[src/light_guide_defs.svh]
// Constants for the remote light and guide command decoder.
// Behaviour
// - Light enable bit 15 of the limits word gates every other brightness bit.
// - Limit enable bit 14 replaces the normal 4 to 100 range with host limits; the code replaces the panel pair capped at 100.
// - Upper limit sits in bits 13 to 7, lower limit in bits 6 to 0.
// - One limit pair serves both sensors; host keeps upper not below lower.
// - Network limits go up to 125, local panel limits only up to 100.
// - Brightness is clamped to active limits for manual and automatic changes.
// - Bits 15 and 7 of the second word enable automatic brightness per sensor.
// - Clearing an automatic bit freezes that sensor at its present brightness.
// - Bits 14 and 6 of the second word enable brightness override per sensor.
// - A 6-bit override value is taken only while its override enable is set.
// - An override written during automatic control seeds the algorithm's start.
// - Guide command bits 7 to 0 are reserved and do nothing.
// - Guide bit 8 gives the host control and locks out the local panel.
// - Guide bit 9 selects manual (zero) or automatic (one) guide mode.
// - In manual mode bit 10 jogs left while it is one.
// - In automatic mode each rise of bit 10 lowers the guide point one step; the code takes no step when bit 11 rises in the same word.
// - In manual mode bit 11 jogs right while it is one.
// - In automatic mode each rise of bit 11 raises the guide point one step; the code takes no step when bit 10 rises in the same word.
// - The guide point never passes its extreme limit.
// - Jog bits are only changed by the host, never by the device.
`ifndef LIGHT_GUIDE_DEFS_SVH
`define LIGHT_GUIDE_DEFS_SVH
`define ADDR_LIGHT_LIMITS 4'h2
`define ADDR_LIGHT_AUTO 4'h3
`define ADDR_GUIDE_CMD 4'h4
`define ADDR_OVR_ONE 4'h5
`define ADDR_OVR_TWO 4'h6
`define BIT_LIGHT_ENABLE 15
`define BIT_LIMIT_ENABLE 14
`define UPPER_HI 13
`define UPPER_LO 7
`define LOWER_HI 6
`define LOWER_LO 0
`define BIT_S1_AUTO 15
`define BIT_S2_AUTO 7
`define BIT_S1_OVR 14
`define BIT_S2_OVR 6
`define OVR_HI 5
`define BIT_REMOTE 8
`define BIT_AUTO_MODE 9
`define BIT_JOG_LEFT 10
`define BIT_JOG_RIGHT 11
`define NET_LIMIT_MAX 7'h7D
`define LOCAL_LIMIT_MAX 7'h64
`define NORMAL_LOWER 7'h04
`define NORMAL_UPPER 7'h64
`define BRIGHT_RESET 7'h32
`define WORD_RESET 16'h0000
`define GUIDE_STEP 16'h0001
`endif

[src/light_guide_pkg.sv]
// Types shared by the remote light and guide command decoder.
package light_guide_pkg;
   // One command word written by the network transport.
   typedef struct packed {
      logic valid;
      logic [3:0] addr;
      logic [15:0] data;
   } cmd_write_t;
   // One brightness request from the local panel or the automatic algorithm.
   typedef struct packed {
      logic valid;
      logic [6:0] level;
   } light_req_t;
   typedef enum logic [1:0] {
      GUIDE_LOCAL = 2'b00,
      GUIDE_REMOTE_MANUAL = 2'b01,
      GUIDE_REMOTE_AUTO = 2'b10
   } guide_state_t;
   // Whole state of the decoder.
   typedef struct packed {
      logic [15:0] limits_word;
      logic [15:0] auto_word;
      logic [15:0] guide_word;
      logic [1:0][6:0] bright;
      logic signed [15:0] guide_point;
      guide_state_t guide_state;
   } state_t;
endpackage

[src/remote_light_and_guide_command.sv]
// Decoder for network illumination and guide command words.
`timescale 1ns/1ns
`include "light_guide_defs.svh"
module remote_light_and_guide_command
   import light_guide_pkg::*;
#(
   parameter logic [15:0] GUIDE_LIMIT_STEPS = 16'h0064
) (
   input wire logic clk,
   input wire logic rst_b,
   input wire cmd_write_t cmd,
   input wire logic [6:0] local_lower,
   input wire logic [6:0] local_upper,
   input wire light_req_t [1:0] manual_req,
   input wire light_req_t [1:0] algo_req,
   output logic [1:0][6:0] brightness,
   output logic [6:0] active_lower,
   output logic [6:0] active_upper,
   output logic [1:0] auto_light_on,
   output logic remote_control,
   output logic guide_auto_mode,
   output logic jog_left,
   output logic jog_right,
   output logic signed [15:0] guide_point
);

   state_t st_reg;
   state_t st_next;
   logic light_on;
   logic [6:0] lim_lo;
   logic [6:0] lim_hi;
   logic [1:0] auto_en;
   logic [1:0] ovr_en;
   logic [15:0] rise;
   logic guide_wr;
   logic signed [15:0] gp_max;

   // Clamps a value into a closed range, the lower bound winning a crossed pair.
   function automatic logic [6:0] clamp(input logic [6:0] v, input logic [6:0] lo,
                                        input logic [6:0] hi);
      logic [6:0] r;
      r = v;
      if (r > hi) begin
         r = hi;
      end
      if (r < lo) begin
         r = lo;
      end
      return r;
   endfunction

   // Limits a limit field to the given ceiling.
   function automatic logic [6:0] cap(input logic [6:0] v, input logic [6:0] top);
      return (v > top) ? top : v;
   endfunction

   // Decoded views of the stored words.
   assign light_on = st_reg.limits_word[`BIT_LIGHT_ENABLE];
   assign auto_en[0] = light_on ? st_reg.auto_word[`BIT_S1_AUTO] : 1'b1;
   assign auto_en[1] = light_on ? st_reg.auto_word[`BIT_S2_AUTO] : 1'b1;
   assign ovr_en[0] = light_on & st_reg.auto_word[`BIT_S1_OVR];
   assign ovr_en[1] = light_on & st_reg.auto_word[`BIT_S2_OVR];
   assign gp_max = GUIDE_LIMIT_STEPS;

   // Active limits: host pair when both enables are set, else the panel pair.
   always_comb begin
      if (light_on && st_reg.limits_word[`BIT_LIMIT_ENABLE]) begin
         lim_hi = cap(st_reg.limits_word[`UPPER_HI:`UPPER_LO], `NET_LIMIT_MAX);
         lim_lo = cap(st_reg.limits_word[`LOWER_HI:`LOWER_LO], `NET_LIMIT_MAX);
      end else begin
         lim_hi = cap(local_upper, `LOCAL_LIMIT_MAX);
         lim_lo = cap(local_lower, `LOCAL_LIMIT_MAX);
      end
   end

   // Rising bits of the guide word against the previously received word.
   assign guide_wr = cmd.valid && (cmd.addr == `ADDR_GUIDE_CMD);
   assign rise = cmd.data & ~st_reg.guide_word;

   // Next state of every stored word, brightness and guide point.
   always_comb begin
      st_next = st_reg;
      if (cmd.valid && cmd.addr == `ADDR_LIGHT_LIMITS) begin
         st_next.limits_word = cmd.data;
      end
      if (cmd.valid && cmd.addr == `ADDR_LIGHT_AUTO) begin
         st_next.auto_word = cmd.data;
      end
      // Brightness: override beats algorithm beats panel; frozen sensors hold.
      for (int s = 0; s < 2; s++) begin
         if (cmd.valid && ovr_en[s] &&
             cmd.addr == ((s == 0) ? `ADDR_OVR_ONE : `ADDR_OVR_TWO)) begin
            st_next.bright[s] = clamp({1'b0, cmd.data[`OVR_HI:0]}, lim_lo, lim_hi);
         end else if (auto_en[s] && algo_req[s].valid) begin
            st_next.bright[s] = clamp(algo_req[s].level, lim_lo, lim_hi);
         end else if (!light_on && manual_req[s].valid) begin
            st_next.bright[s] = clamp(manual_req[s].level, lim_lo, lim_hi);
         end else begin
            st_next.bright[s] = clamp(st_reg.bright[s], lim_lo, lim_hi);
         end
      end
      // Guide word is stored whole; low reserved bits drive nothing.
      if (guide_wr) begin
         st_next.guide_word = cmd.data;
         case ({cmd.data[`BIT_REMOTE], cmd.data[`BIT_AUTO_MODE]})
            2'b10: begin
               st_next.guide_state = GUIDE_REMOTE_MANUAL;
            end
            2'b11: begin
               st_next.guide_state = GUIDE_REMOTE_AUTO;
            end
            default: begin
               st_next.guide_state = GUIDE_LOCAL;
            end
         endcase
         // Single steps only for a rising bit while the host runs automatic mode.
         if (cmd.data[`BIT_REMOTE] && cmd.data[`BIT_AUTO_MODE]) begin
            if (rise[`BIT_JOG_LEFT] && !rise[`BIT_JOG_RIGHT] &&
                st_reg.guide_point > -gp_max) begin
               st_next.guide_point = st_reg.guide_point - `GUIDE_STEP;
            end else if (rise[`BIT_JOG_RIGHT] && !rise[`BIT_JOG_LEFT] &&
                         st_reg.guide_point < gp_max) begin
               st_next.guide_point = st_reg.guide_point + `GUIDE_STEP;
            end
         end
      end
   end

   // State register.
   always_ff @(posedge clk or negedge rst_b) begin
      if (!rst_b) begin
         st_reg.limits_word <= `WORD_RESET;
         st_reg.auto_word <= `WORD_RESET;
         st_reg.guide_word <= `WORD_RESET;
         st_reg.bright <= {`BRIGHT_RESET, `BRIGHT_RESET};
         st_reg.guide_point <= `WORD_RESET;
         st_reg.guide_state <= GUIDE_LOCAL;
      end else begin
         st_reg <= st_next;
      end
   end

   // Outputs from the state register, active limits also from the panel inputs; jogs as levels in manual mode.
   assign brightness = st_reg.bright;
   assign active_lower = lim_lo;
   assign active_upper = lim_hi;
   assign auto_light_on = auto_en;
   assign remote_control = (st_reg.guide_state != GUIDE_LOCAL);
   assign guide_auto_mode = (st_reg.guide_state == GUIDE_REMOTE_AUTO);
   assign jog_left = (st_reg.guide_state == GUIDE_REMOTE_MANUAL) &&
                     st_reg.guide_word[`BIT_JOG_LEFT];
   assign jog_right = (st_reg.guide_state == GUIDE_REMOTE_MANUAL) &&
                      st_reg.guide_word[`BIT_JOG_RIGHT];
   assign guide_point = st_reg.guide_point;
endmodule

[config.mk]
export PLATFORM = sky130hd
export DESIGN_NAME = remote_light_and_guide_command
export DESIGN_NICKNAME = d
export VERILOG_FILES = /design/src/light_guide_pkg.sv /design/src/remote_light_and_guide_command.sv
export VERILOG_INCLUDE_DIRS = /design/src
export SDC_FILE = /design/constraint.sdc
export NUM_CORES = 1
export LEC_CHECK = 0
export BUFFER_PORTS_ARGS = -buffer_cell sky130_fd_sc_hd__buf_2
export CORE_AREA = 2 2 143 89
export DETAILED_ROUTE_END_ITERATION = 6
export DIE_AREA = 0 0 145 91
export PLACE_DENSITY = 0.83
export SLEW_MARGIN = 5
export SYNTH_ARGS = -nofsm -noshare
export SYNTH_HDL_FRONTEND = slang
export SYNTH_SLANG_ARGS = --single-unit
[constraint.sdc]
create_clock -name clk -period 10.5 [get_ports clk]
set_clock_uncertainty 0.2 [all_clocks]
set_input_delay 0.525 -clock clk [delete_from_list [all_inputs] [get_ports clk]]
set_output_delay 0.525 -clock clk [all_outputs]
set_load 0.01 [all_outputs]
# After elaboration in Yosys (flattened, before gate mapping)
# Index checks and enable logic that the tools add are counted.
# classes
n_addsub,2
order_cmp,21
eq_ne,9
mux,50
bitwise,4
reduce_logical,25
# op_table
operator,count
$mux W7,45
$lt A7 B7 Y1,8
$gt A7 B7 Y1,6
$mux W16,2
$gt A7 B7 Y1 const B,4
$logic_and A1 B1 Y1,19
$add A16 B1 Y16 const B,1
$gt A16 B8 Y1 const B,1
$lt A16 B8 Y1 const B,1
$sub A16 B1 Y16 const B,1
$and A12 B12 Y12,1
$eq A4 B3 Y1 const B,3
$not A12 Y12,1
$eq A4 B2 Y1 const B,2
$gt A6 B7 Y1,1
$eq A2 B2 Y1 const B,3
$pmux W2 S2,1
$reduce_bool A2 Y1,2
$logic_not A1 Y1,3
$reduce_and A3 Y1,1
$and A1 B1 Y1,2
$eq A2 B1 Y1 const B,1
$mux W1,2
# word_totals
register_bits,76
inputBits,69
output_inout_bits,50
word_cells,118

# Logic depth before layout (Yosys ltp)
# Gate-level depths: netlist of the first run.
# depth
ltp_word,13
ltp_mapped,25
ltp_nobuf,23

# Least setup slack after synthesis of the first run
# Ideal clock, no wire load.
# synth_timing
kind,input to register
start,input local_upper[3]
end,register st_reg (netlist bit brightness[3])
setup_time_ps,135
arrival_time_ps,5220
required_ps,10165
path_slack_ps,4945
path_stages,22
n_path_buf,2
cell_sequence,o311ai_0 -> nand3_1 -> nand2_1 -> inv_1 -> ha_1 -> nor2b_1 -> o21a_1 -> o21ai_0 -> o32ai_1 -> or2_2 -> clkbuf_1 -> mux2_2 -> ha_1 -> a211oi_1 -> nand3_1 -> or4_1 -> o311a_1 -> buf_2 -> nand3_1 -> o31ai_1 -> a211oi_1 -> a22oi_1
# synth_rtl
item,line,text
from (decl),remote_light_and_guide_command.sv:13,"input wire logic [6:0] local_upper,"
to (signal assigned),remote_light_and_guide_command.sv:139,st_reg <= st_next;
to (decl),remote_light_and_guide_command.sv:27,state_t st_reg;

==> results of run 1 <==
==> layer usage <==
metal  vias up  track usage, %
met5         -               0
met3        59            12.4
met4         0            7.26
li1       3357               -
met1      3375            49.8
met2       461            48.2
==> how the worst min path moves through the flow <==
stage,start,to,slack (ns),depth (start not counted)
floorplan,rst_b,brightness[0],0.03,0
global placement,st_reg[55],st_reg[55],0.28,1
detailed placement,st_reg[63],st_reg[63],0.29,1
CTS,rst_b,guide_point[0],0.20,2
global route,rst_b,guide_point[3],0.22,2
finish,rst_b,st_reg[63],0.16,2
==> synthesized netlist by cell type, types with 5 or more instances <==
master	number
mux2_2	45
a21oi_1	69
nor2b_1	9
and2_1	8
buf_2	5
nor2_1	60
a211oi_1	14
a211o_1	5
mux2i_1	18
dfstp_2	6
a31oi_1	13
xor2_1	7
a21o_1	23
inv_1	41
nand2b_1	7
dfrtp_1	48
o31ai_1	10
nand2_1	81
o21ai_0	54
and3_1	18
nand3_1	31
ha_1	97
or2_2	7
o211ai_1	12
o21a_1	6
nand4_1	6
xnor2_1	7
buf_4	31
nor3_1	14
or3_1	6
clkbuf_1	9
==> worst reg2reg max path: stages (launching register included) <==
cell	delay, ns
dfrtp_1	0.52
a22o_1	0.33
o21ai_0	1.10
inv_1	0.73
ha_1	0.49
and2_1	0.18
and3_1	0.18
a32oi_1	0.07
a31oi_1	0.39
nand2_1	0.27
nand2_1	0.14
o21ai_0	0.19
ha_1	0.37
and3_1	0.17
and3_1	0.16
nand3_1	0.08
a31oi_1	0.84
nor2_1	0.07
a21oi_1	0.45
o22ai_1	0.23
==> cell families after synthesis <==
group | count (synthesis) | share of synthesized area (%)
buffers and inverters | 92 | 6.79
AOI/OAI and AO/OA | 258 | 24.5
xor gates and xnor gates | 14 | 1.75
other | 1 | 0.0536
muxes | 65 | 10.2
DFF | 54 | 19.4
and+or+nand+nor | 272 | 19.1
adders and majority gates | 102 | 18.2
==> power by group <==
group | internal [mW] | switching [mW]
logic | 0.486 | 0.710
registers | 0.272 | 0.0667
clock network | 0.113 | 0.0840
total | 0.871 | 0.860
==> layout make-up <==
type | count | area, µm² | area share (%)
Antenna cell | 1 | 2.50 | 0.0324
Clock buffer | 6 | 129 | 1.67
Clock inverter | 2 | 37.5 | 0.485
Inverter | 43 | 161 | 2.09
Multi-Input combinational cell | 712 | 5190 | 67.1
Sequential cell | 54 | 1360 | 17.6
Tap cell | 165 | 206 | 2.67
Timing Repair Buffer | 126 | 651 | 8.41
==> metrics by stage <==
step | area (µm²) | hold slack [ns]
5_1_grt | 7730 | 0.219
3_5_place_dp | 7560 | 0.289
4_1_cts | 7730 | 0.197
6_report | 7730 | 0.164
3_3_place_gp | 7560 | 0.283
2_1_floorplan | 7000 | 0.0294
==> cell usage in the layout (no fill, tap or decap), types with 7 or more instances in the layout <==
cell / Yosys / routed
nor3_1: 14 / 14
nand3_1: 31 / 31
a211oi_1: 14 / 14
or2_2: 7 / 7
buf_4: 31 / 8
a21oi_1: 69 / 68
xnor2_1: 7 / 7
inv_1: 41 / 41
o211ai_1: 12 / 12
and3_1: 18 / 18
o21ai_0: 54 / 54
buf_2: 5 / 118
nand2_1: 81 / 81
a31oi_1: 13 / 13
mux2_2: 45 / 45
nor2b_1: 9 / 9
o31ai_1: 10 / 10
nor2_1: 60 / 60
nand2b_1: 7 / 7
and2_1: 8 / 8
xor2_1: 7 / 7
mux2i_1: 18 / 18
ha_1: 97 / 97
dfrtp_1: 48 / 48
a21o_1: 23 / 23
==> results.ini, run 1 <==
[setup_path]
r2r_start=light_on
cp-startpoint=light_on
crit_buf_inv=1
endpoint=brightness[10]
cp.depth=19
slowest_stage=o21ai_0
path_cells=a22o_1 > o21ai_0 > inv_1 > ha_1 > and2_1 > and3_1 > a32oi_1 > a31oi_1 > nand2_1 > nand2_1 > o21ai_0 > ha_1 > and3_1 > and3_1 > nand3_1 > a31oi_1 > nor2_1 > a21oi_1 > o22ai_1
required_ns=10.44
crit_top_cell=and3_1
worstPathArrival_ns=7.26
worstRegToRegCells=19
timing.rr.end=brightness[10]
critical-path-top-delay-family=compound AO/OA/AOI/OAI gates
start_kind=flip-flop
r2r_slack_ns=3.19
worst_setup_path_end_kind=flip-flop
worstSetupPathType=reg2reg
slowest_delay_ns=1.10
path_max_fanout=16

[global_routing]
grt_pass1_wl_um=35900
grt_util_all_layers_pct=34.3
overflow=0
antenna_found_initial=1
grt_pass1_vias=6661
grt_start_max_net_pins=55

[clock_network]
tritoncts.num_buffers=5
clk_pin_slew_ns=0.08
post-cts-setup-buffer-count=0
cts_sinks=54
h-tree-depth=2
post_cts_resized=0
holdBufCountCts=0
cts_root_buf=clkbuf_16
cts_tree=yes
insertion_delay_ns=0.30
clockBufferDepth=2

[timing]
rsz0062_at_grt=false
drv_slew=0
tightest_slew_ns=1.43
postLayoutSetupSlackWorst_ns=3.19
hold_viol_final=0
maxSlewHeadroom_pct=3.89
period_share_pct=69.6
final-setup-viol-count=0
period_minus_slack_ns=7.31
tns_ns=0
max_clock_freq_mhz=137

[placement]
dp_slack_ns=3.72
place.gp.congestion=1.04
dp_cells=1100
io_buffers=118
dp_hpwl_um=17900

[logic_synthesis]
syn_area_mm2=0.00700
yosysWarnings=0
synth.area.top_cells=ha_1 (17%), dfrtp_1 (17%), mux2_2 (7.2%), a21oi_1 (4.9%), nand2_1 (4.3%)
ys_types=79
synth.net_count=1025
synth.avg_cell_area_um2=8.16
ys_seq_elements=54
ys_seq_area_share_pct=19.4
syn-instance-count=858
synth_ff_type=dfrtp_1
synthArstFlopShare_pct=100
yosysTopAreaCell=ha_1
synth_top_area_share_pct=17.3
synth_edf_count=0

[route]
drtAntennaViolNets=0
viasPerCell=6.54
dr_wl_met2_um=8910
wl_met3_um=3510
wl_per_cell_um=20.7
drtIter0Drc=689
dr.max_layer_used=met4
drtPass1Iterations=5
wl_um=22900
routed-via-count=7252
drc=0
routedLengthMet1_um=10100

[pwr]
p_per_area_mw_per_mm2=224
cellLeakagePower_nw=3.76
report.power.total_mw=1.73
ir_drop_mv=0.183

[layout]
nFillCells=1027
largest_register_ffs=23
post-route-util_pct=65.4
nNetsFinal=1109
drive_gt1_share_pct=22.1
stdcell_count=1109
synthToLayoutAreaGrowth_pct=10.5

[die]
ioPinCount=119
chipHeight_um=91
row_count=31
start_util_pct=59.2
coreArea_mm2=0.0118
die_x_um=145
die_area_mm2=0.0132

[worst_hold_path]
hold_path_class=in2async

[flow_run]
drv_cap=0

[status]
status=completed

Power figures use the tool's default switching activity.
==> run 2: changes to the inputs <==
--- a/config.mk
+++ b/config.mk
@@ -7,10 +7,10 @@
 export NUM_CORES = 1
 export LEC_CHECK = 0
 export BUFFER_PORTS_ARGS = -buffer_cell sky130_fd_sc_hd__buf_2
-export CORE_AREA = 2 2 143 89
+export CORE_AREA = 2 2 144 90
 export DETAILED_ROUTE_END_ITERATION = 6
-export DIE_AREA = 0 0 145 91
-export PLACE_DENSITY = 0.83
+export DIE_AREA = 0 0 146 92
+export PLACE_DENSITY = 0.82
 export SLEW_MARGIN = 5
 export SYNTH_ARGS = -nofsm -noshare
 export SYNTH_HDL_FRONTEND = slang
==> constraint.sdc (replaced) <==
create_clock -name clk -period 7.5 [get_ports clk]
set_clock_uncertainty 0.2 [all_clocks]
set_input_delay 0.375 -clock clk [delete_from_list [all_inputs] [get_ports clk]]
set_output_delay 0.375 -clock clk [all_outputs]
set_load 0.01 [all_outputs]
==> run 2 against run 1 <==
Against the previous run:
- utilization shrank 2.6 points
- critical endpoint is now brightness[3]
- highest routed layer unchanged
- clock-buffer cell count is the same
- first-iteration DRC count grew 16%
- routed wire length shrank 1.4%
- global-route usage shrank 0.67 points
- sequential share of layout area is essentially flat
- via count shrank 1.8%
==> results.ini, run 2 (same netlist as run 1, synthesis figures left out) <==
[status]
status=completed

[layout]
nNetsFinal=1112
layout_commonest_cell=buf_2
synthToLayoutAreaGrowth_pct=10.7
final_cell_mix=buf_2 (118), ha_1 (97), nand2_1 (81)
largest_register_ffs=23
diodes=0
drive_gt1_share_pct=22.4
post-route-util_pct=62.8

[route]
routedLengthMet1_um=10400
wl_um=22600
dr_wl_met2_um=8610
wl_per_cell_um=20.2
drtAntennaViolNets=0
routed-via-count=7122
wl_met3_um=3020
drtIter0Drc=801
dr.max_layer_used=met4
viasPerCell=6.38
drtPass1Iterations=6
drc=0

[pwr]
switchingPower_mw=1.19
p_comb_share_pct=70.1
seqPwrFrac_pct=19.6
cellLeakagePower_nw=3.78
ir_drop_mv=0.208
p_sw_share_pct=49.9
p_per_area_mw_per_mm2=308
intPower_mw=1.20
clockPowerShare_pct=10.3

[die]
start_util_pct=56.8
ioPinCount=119
row_count=32
die_x_um=146
chipHeight_um=92
coreArea_mm2=0.0123
die_area_mm2=0.0134

[timing]
final-setup-viol-count=0
hold_viol_final=0
rsz0062_at_grt=false
maxSlewHeadroom_pct=26.2
period_minus_slack_ns=6.50
tns_ns=0
max_clock_freq_mhz=154
period_share_pct=86.7
drv_slew=0
tightest_slew_ns=1.11

[global_routing]
antenna_found_initial=0
grt_pass1_vias=6694
overflow=0
grt_util_all_layers_pct=33.6
grt_pass1_wl_um=35500
grt_start_max_net_pins=55

[placement]
io_buffers=118
dp_hpwl_um=17700
place.gp.congestion=1.03

[clock_network]
cts_tree=yes
post_cts_resized=0
clk_pin_slew_ns=0.08
h-tree-depth=2
clockBufferDepth=2
cts_root_buf=clkbuf_16
post-cts-setup-buffer-count=0
tritoncts.num_buffers=5
cts_sinks=54
holdBufCountCts=0
insertion_delay_ns=0.30

[setup_path]
slowest_delay_ns=0.75
worstSetupPathType=reg2reg
critical-path-top-delay-family=compound AO/OA/AOI/OAI gates
timing.rr.end=brightness[3]
r2r_slack_ns=1.0
worst_setup_path_end_kind=flip-flop
path_cells=nand2_1 > a31oi_1 > inv_1 > ha_1 > o21a_1 > o21ai_0 > o32ai_1 > or2_2 > mux2_2 > ha_1 > a211oi_1 > nand3_1 > or4_1 > o311a_1 > nand3_1 > o31ai_1 > a211oi_1 > a22oi_1
worstPathArrival_ns=6.46
cp-startpoint=light_on
r2r_start=light_on
slowest_stage=a31oi_1
path_max_fanout=11
start_kind=flip-flop
crit_buf_inv=1
required_ns=7.46
worstRegToRegCells=18

[worst_hold_path]
hold_path_class=in2async

[flow_run]
drv_cap=0

==> run 2: changes by cell type in the layout (fill, tap and decap cells not counted) <==
cell	previous run	this run
clkinv_2	0	1
diode_2	1	0
clkbuf_1	1	0
buf_4	8	11
clkbuf_8	0	1
bufinv_16	1	0
==> run 2: per-layer routing <==
metal,global-route usage (%),vias up
li1,-,3352
met1,49.3,3269
met2,46.7,439
met3,11.6,62
met4,8.41,0
met5,0,-
==> run 2: how the worst max path moves through the flow <==
| stage | cells past startpoint | slack [ns] | to |
|---|---|---|---|
| after floorplan | 24 | 2.00 | brightness[3] |
| after global placement | 18 | 1.44 | brightness[3] |
| after detailed placement | 18 | 1.27 | brightness[4] |
| after CTS | 18 | 1.24 | brightness[4] |
| after global routing | 18 | 0.61 | brightness[3] |
| final | 18 | 1.0 | brightness[3] |
==> run 2: cell type report <==
| type | instances | area [µm²] |
|---|---|---|
| Multi-Input combinational cell | 712 | 5190 |
| Fill cell | 1122 | 4590 |
| Sequential cell | 54 | 1360 |
| Timing Repair Buffer | 129 | 673 |
| Tap cell | 170 | 213 |
| Inverter | 43 | 161 |
| Clock buffer | 6 | 139 |
| Clock inverter | 2 | 12.5 |
==> run 2: worst register-to-register path, stage by stage (launching register included) <==
cell and delay, ns:
dfrtp_1 0.54, nand2_1 0.30, a31oi_1 0.75, inv_1 0.46
ha_1 0.43, o21a_1 0.17, o21ai_0 0.12, o32ai_1 0.66
or2_2 0.30, mux2_2 0.36, ha_1 0.29, a211oi_1 0.31
nand3_1 0.15, or4_1 0.42, o311a_1 0.27, nand3_1 0.15
o31ai_1 0.08, a211oi_1 0.27, a22oi_1 0.13
==> run 2: per-stage QoR <==
stage / hold slack [ns] / power (mW) / setup slack, ns / area (µm²) / cells
2_1_floorplan: -0.121 / 1.69 / 2.00 / 7000 / 858
3_3_place_gp: 0.288 / 2.05 / 1.44 / 7590 / 1108
3_5_place_dp: 0.302 / 2.08 / 1.27 / 7590 / 1108
4_1_cts: 0.0426 / 2.33 / 1.24 / 7740 / 1116
5_1_grt: 0.0616 / 2.57 / 0.606 / 7740 / 1116
6_report: 0.00360 / 2.39 / 1.00 / 7740 / 1116
==> run 2: power groups by stage <==
stage	clock network [mW]	registers [mW]	logic [mW]
global placement	0	0.467	1.58
global route	0.259	0.475	1.84
finish	0.246	0.468	1.67
CTS	0.247	0.463	1.62
floorplan	0	0.430	1.26
detailed placement	0	0.467	1.61
==> run 3: changes to the inputs <==
--- a/config.mk
+++ b/config.mk
@@ -7,10 +7,11 @@
 export NUM_CORES = 1
 export LEC_CHECK = 0
 export BUFFER_PORTS_ARGS = -buffer_cell sky130_fd_sc_hd__buf_2
-export CORE_AREA = 2 2 144 90
+export CORE_AREA = 2 2 152 95
 export DETAILED_ROUTE_END_ITERATION = 6
-export DIE_AREA = 0 0 146 92
-export PLACE_DENSITY = 0.82
+export DIE_AREA = 0 0 154 97
+export GPL_TIMING_DRIVEN = 0
+export PLACE_DENSITY = 0.8
 export SLEW_MARGIN = 5
 export SYNTH_ARGS = -nofsm -noshare
 export SYNTH_HDL_FRONTEND = slang
==> constraint.sdc (replaced) <==
create_clock -name clk -period 5.6 [get_ports clk]
set_clock_uncertainty 0.2 [all_clocks]
set_input_delay 0.28 -clock clk [delete_from_list [all_inputs] [get_ports clk]]
set_output_delay 0.28 -clock clk [all_outputs]
set_load 0.01 [all_outputs]
==> run 3 against run 2 <==
Against the previous run:
- clock-buffer cell count stayed put
- critical path depth up 6
- utilization about the same
- fmax grew 18%
- critical endpoint is now brightness[13]
- highest routed layer unchanged
==> results.ini, run 3 (same netlist as run 1, synthesis figures left out) <==
[layout]
final_cell_mix=buf_2 (121), ha_1 (97), nand2_1 (76)
multi_input_area_mm2=0.00537
drive_gt1_share_pct=29.8
nNetsFinal=1178
nFillCells=1132
synthToLayoutAreaGrowth_pct=20.5
post-route-util_pct=62.8
final-seq-area_mm2=0.00136
largest_register_ffs=23
layout_commonest_cell=buf_2

[worst_hold_path]
hold_path_class=in2reg
holdPathStages=2
hold_start=cmd[12]
worstHoldEndpoint=st_reg[76]

[pwr]
intPower_mw=1.84
clockPowerShare_pct=10.3
seqPwrFrac_pct=17.5
cellLeakagePower_nw=4.09
p_sw_share_pct=48.2
p_comb_share_pct=72.2
ir_drop_mv=0.329
switchingPower_mw=1.72
p_per_area_mw_per_mm2=422

[die]
die_x_um=154
ioPinCount=119
start_util_pct=52.2
die_area_mm2=0.0149
coreArea_mm2=0.0134
chipHeight_um=97
row_count=33

[flow_run]
drv_cap=0

[route]
viasPerCell=6.47
drtIter0Drc=885
wl_um=24600
drtPass1Iterations=6
wl_per_cell_um=20.7
drc=0
routed-via-count=7676
drtAntennaViolNets=0

[timing]
drv_slew=0
max_clock_freq_mhz=181
hold_viol_final=0
holdWs_ns=0.0122
tns_ns=0
tightest_slew_ns=0.976
final-setup-viol-count=0
postLayoutSetupSlackWorst_ns=0.0839
period_minus_slack_ns=5.52
maxSlewHeadroom_pct=33.7
period_share_pct=98.5

[setup_path]
worst_setup_path_end_kind=flip-flop
worstPathArrival_ns=5.49
timing.rr.end=brightness[13]
r2r_slack_ns=0.08
slowest_delay_ns=0.52
required_ns=5.57
slowest_stage=dfrtp_1
critical-path-top-delay-family=simple AND/OR/NAND/NOR gates
worstSetupPathType=reg2reg
path_cells=and2_4 > buf_6 > nand3_1 > nand2_4 > clkinvlp_4 > buf_4 > buf_4 > ha_1 > nand3b_1 > nand2_1 > o211ai_1 > a21oi_1 > a21oi_4 > mux2i_2 > inv_1 > ha_1 > a21o_1 > a21oi_1 > and2_1 > a22o_4 > a311oi_4 > nor2_2 > a2111oi_0 > or3_1
path_max_fanout=10
start_kind=flip-flop
crit_buf_inv=5
r2r_start=st_reg[78]
worstRegToRegCells=24

[placement]
dp_hpwl_um=18900
io_buffers=118
dp_slack_ns=-1.35
place.gp.congestion=1.02

[clock_network]
insertion_delay_ns=0.30
tritoncts.num_buffers=5
cts_tree=yes
h-tree-depth=2
clockBufferDepth=2
cts_sinks=54
cts_root_buf=clkbuf_16
clk_pin_slew_ns=0.07

[global_routing]
grt_pass1_wl_um=37200
grt_start_max_net_pins=55
overflow=0
grt_pass1_vias=6792
grt_util_all_layers_pct=31.4
antenna_found_initial=0

[status]
status=completed

[run 3: changes by cell type in the layout (fill, tap and decap cells not counted), sizes merged]
cell / change
a311oi: +1
buf: +57
bufinv: +1
clkbuf: +7
clkinv: -1
clkinvlp: +2
diode: +1
dlygate4sd3: +1
inv: -3
[run 3: through the flow]
step | instance area (µm²) | cells | power (mW)
6_report | 8430 | 1187 | 3.56
4_1_cts | 8180 | 1171 | 3.33
3_3_place_gp | 7810 | 1151 | 2.81
3_5_place_dp | 7840 | 1154 | 2.88
5_1_grt | 8430 | 1186 | 3.80
2_1_floorplan | 7000 | 858 | 2.26
[run 3: routing by layer]
layer / vias to the layer above / wire [µm] / track usage [%]
met3: 75 / 3300 / 9.05
met2: 522 / 9810 / 44.0
met1: 3577 / 10900 / 47.5
li1: 3502 / - / -
met4: 0 / 515 / 6.47
met5: - / 0 / 0
[run 3: how the worst max path moves through the flow]
| stage | endpoint | slack, ns | startpoint | depth (start not counted) |
|---|---|---|---|---|
| after floorplan | brightness[3] | 0.1 | light_on | 24 |
| after global placement | brightness[3] | -1.45 | light_on | 21 |
| after detailed placement | brightness[3] | -1.35 | light_on | 21 |
| after CTS | brightness[3] | 0.04 | light_on | 23 |
| after global routing | brightness[13] | -0.12 | light_on | 25 |
| final | brightness[13] | 0.08 | st_reg[78] | 24 |
[run 3: power groups by stage]
stage,clock (mW),sequential (mW),combinational (mW)
floorplan,0,0.576,1.68
global placement,0,0.614,2.20
detailed placement,0,0.619,2.26
CTS,0.372,0.614,2.34
global route,0.394,0.632,2.78
finish,0.368,0.623,2.57
[run 3: worst reg2reg max path: cells and delay by family (launching register included)]
kind / cells / cell delay, ns
AOI/OAI and AO/OA: 8 / 1.38
adders and majority gates: 2 / 0.59
buffers and inverters: 5 / 0.75
DFF: 1 / 0.52
muxes: 1 / 0.30
and+or+nand+nor: 8 / 1.68
[run 3: cell type report]
type	instances	area share (%)
well taps	175	2.60
clock buffers	6	1.65
repair buffers	146	9.60
diodes	1	0.0297
multi-input cells	713	63.7
plain buffers	48	3.89
flip-flops and latches	54	16.1
inverters	43	2.08
clock inverters	1	0.356
[run 3: repair_timing]
| action | CTS | global route |
|---|---|---|
| setup buffers | 11 | 13 |
| gates cloned | 0 | 1 |
| endpoints found under the setup margin | 14 | 14 |
| hold buffers | 0 | 1 |
| resized for setup | 30 | 32 |
| pin swaps | 2 | 9 |
| hold endpoints to repair | 0 | 48 |
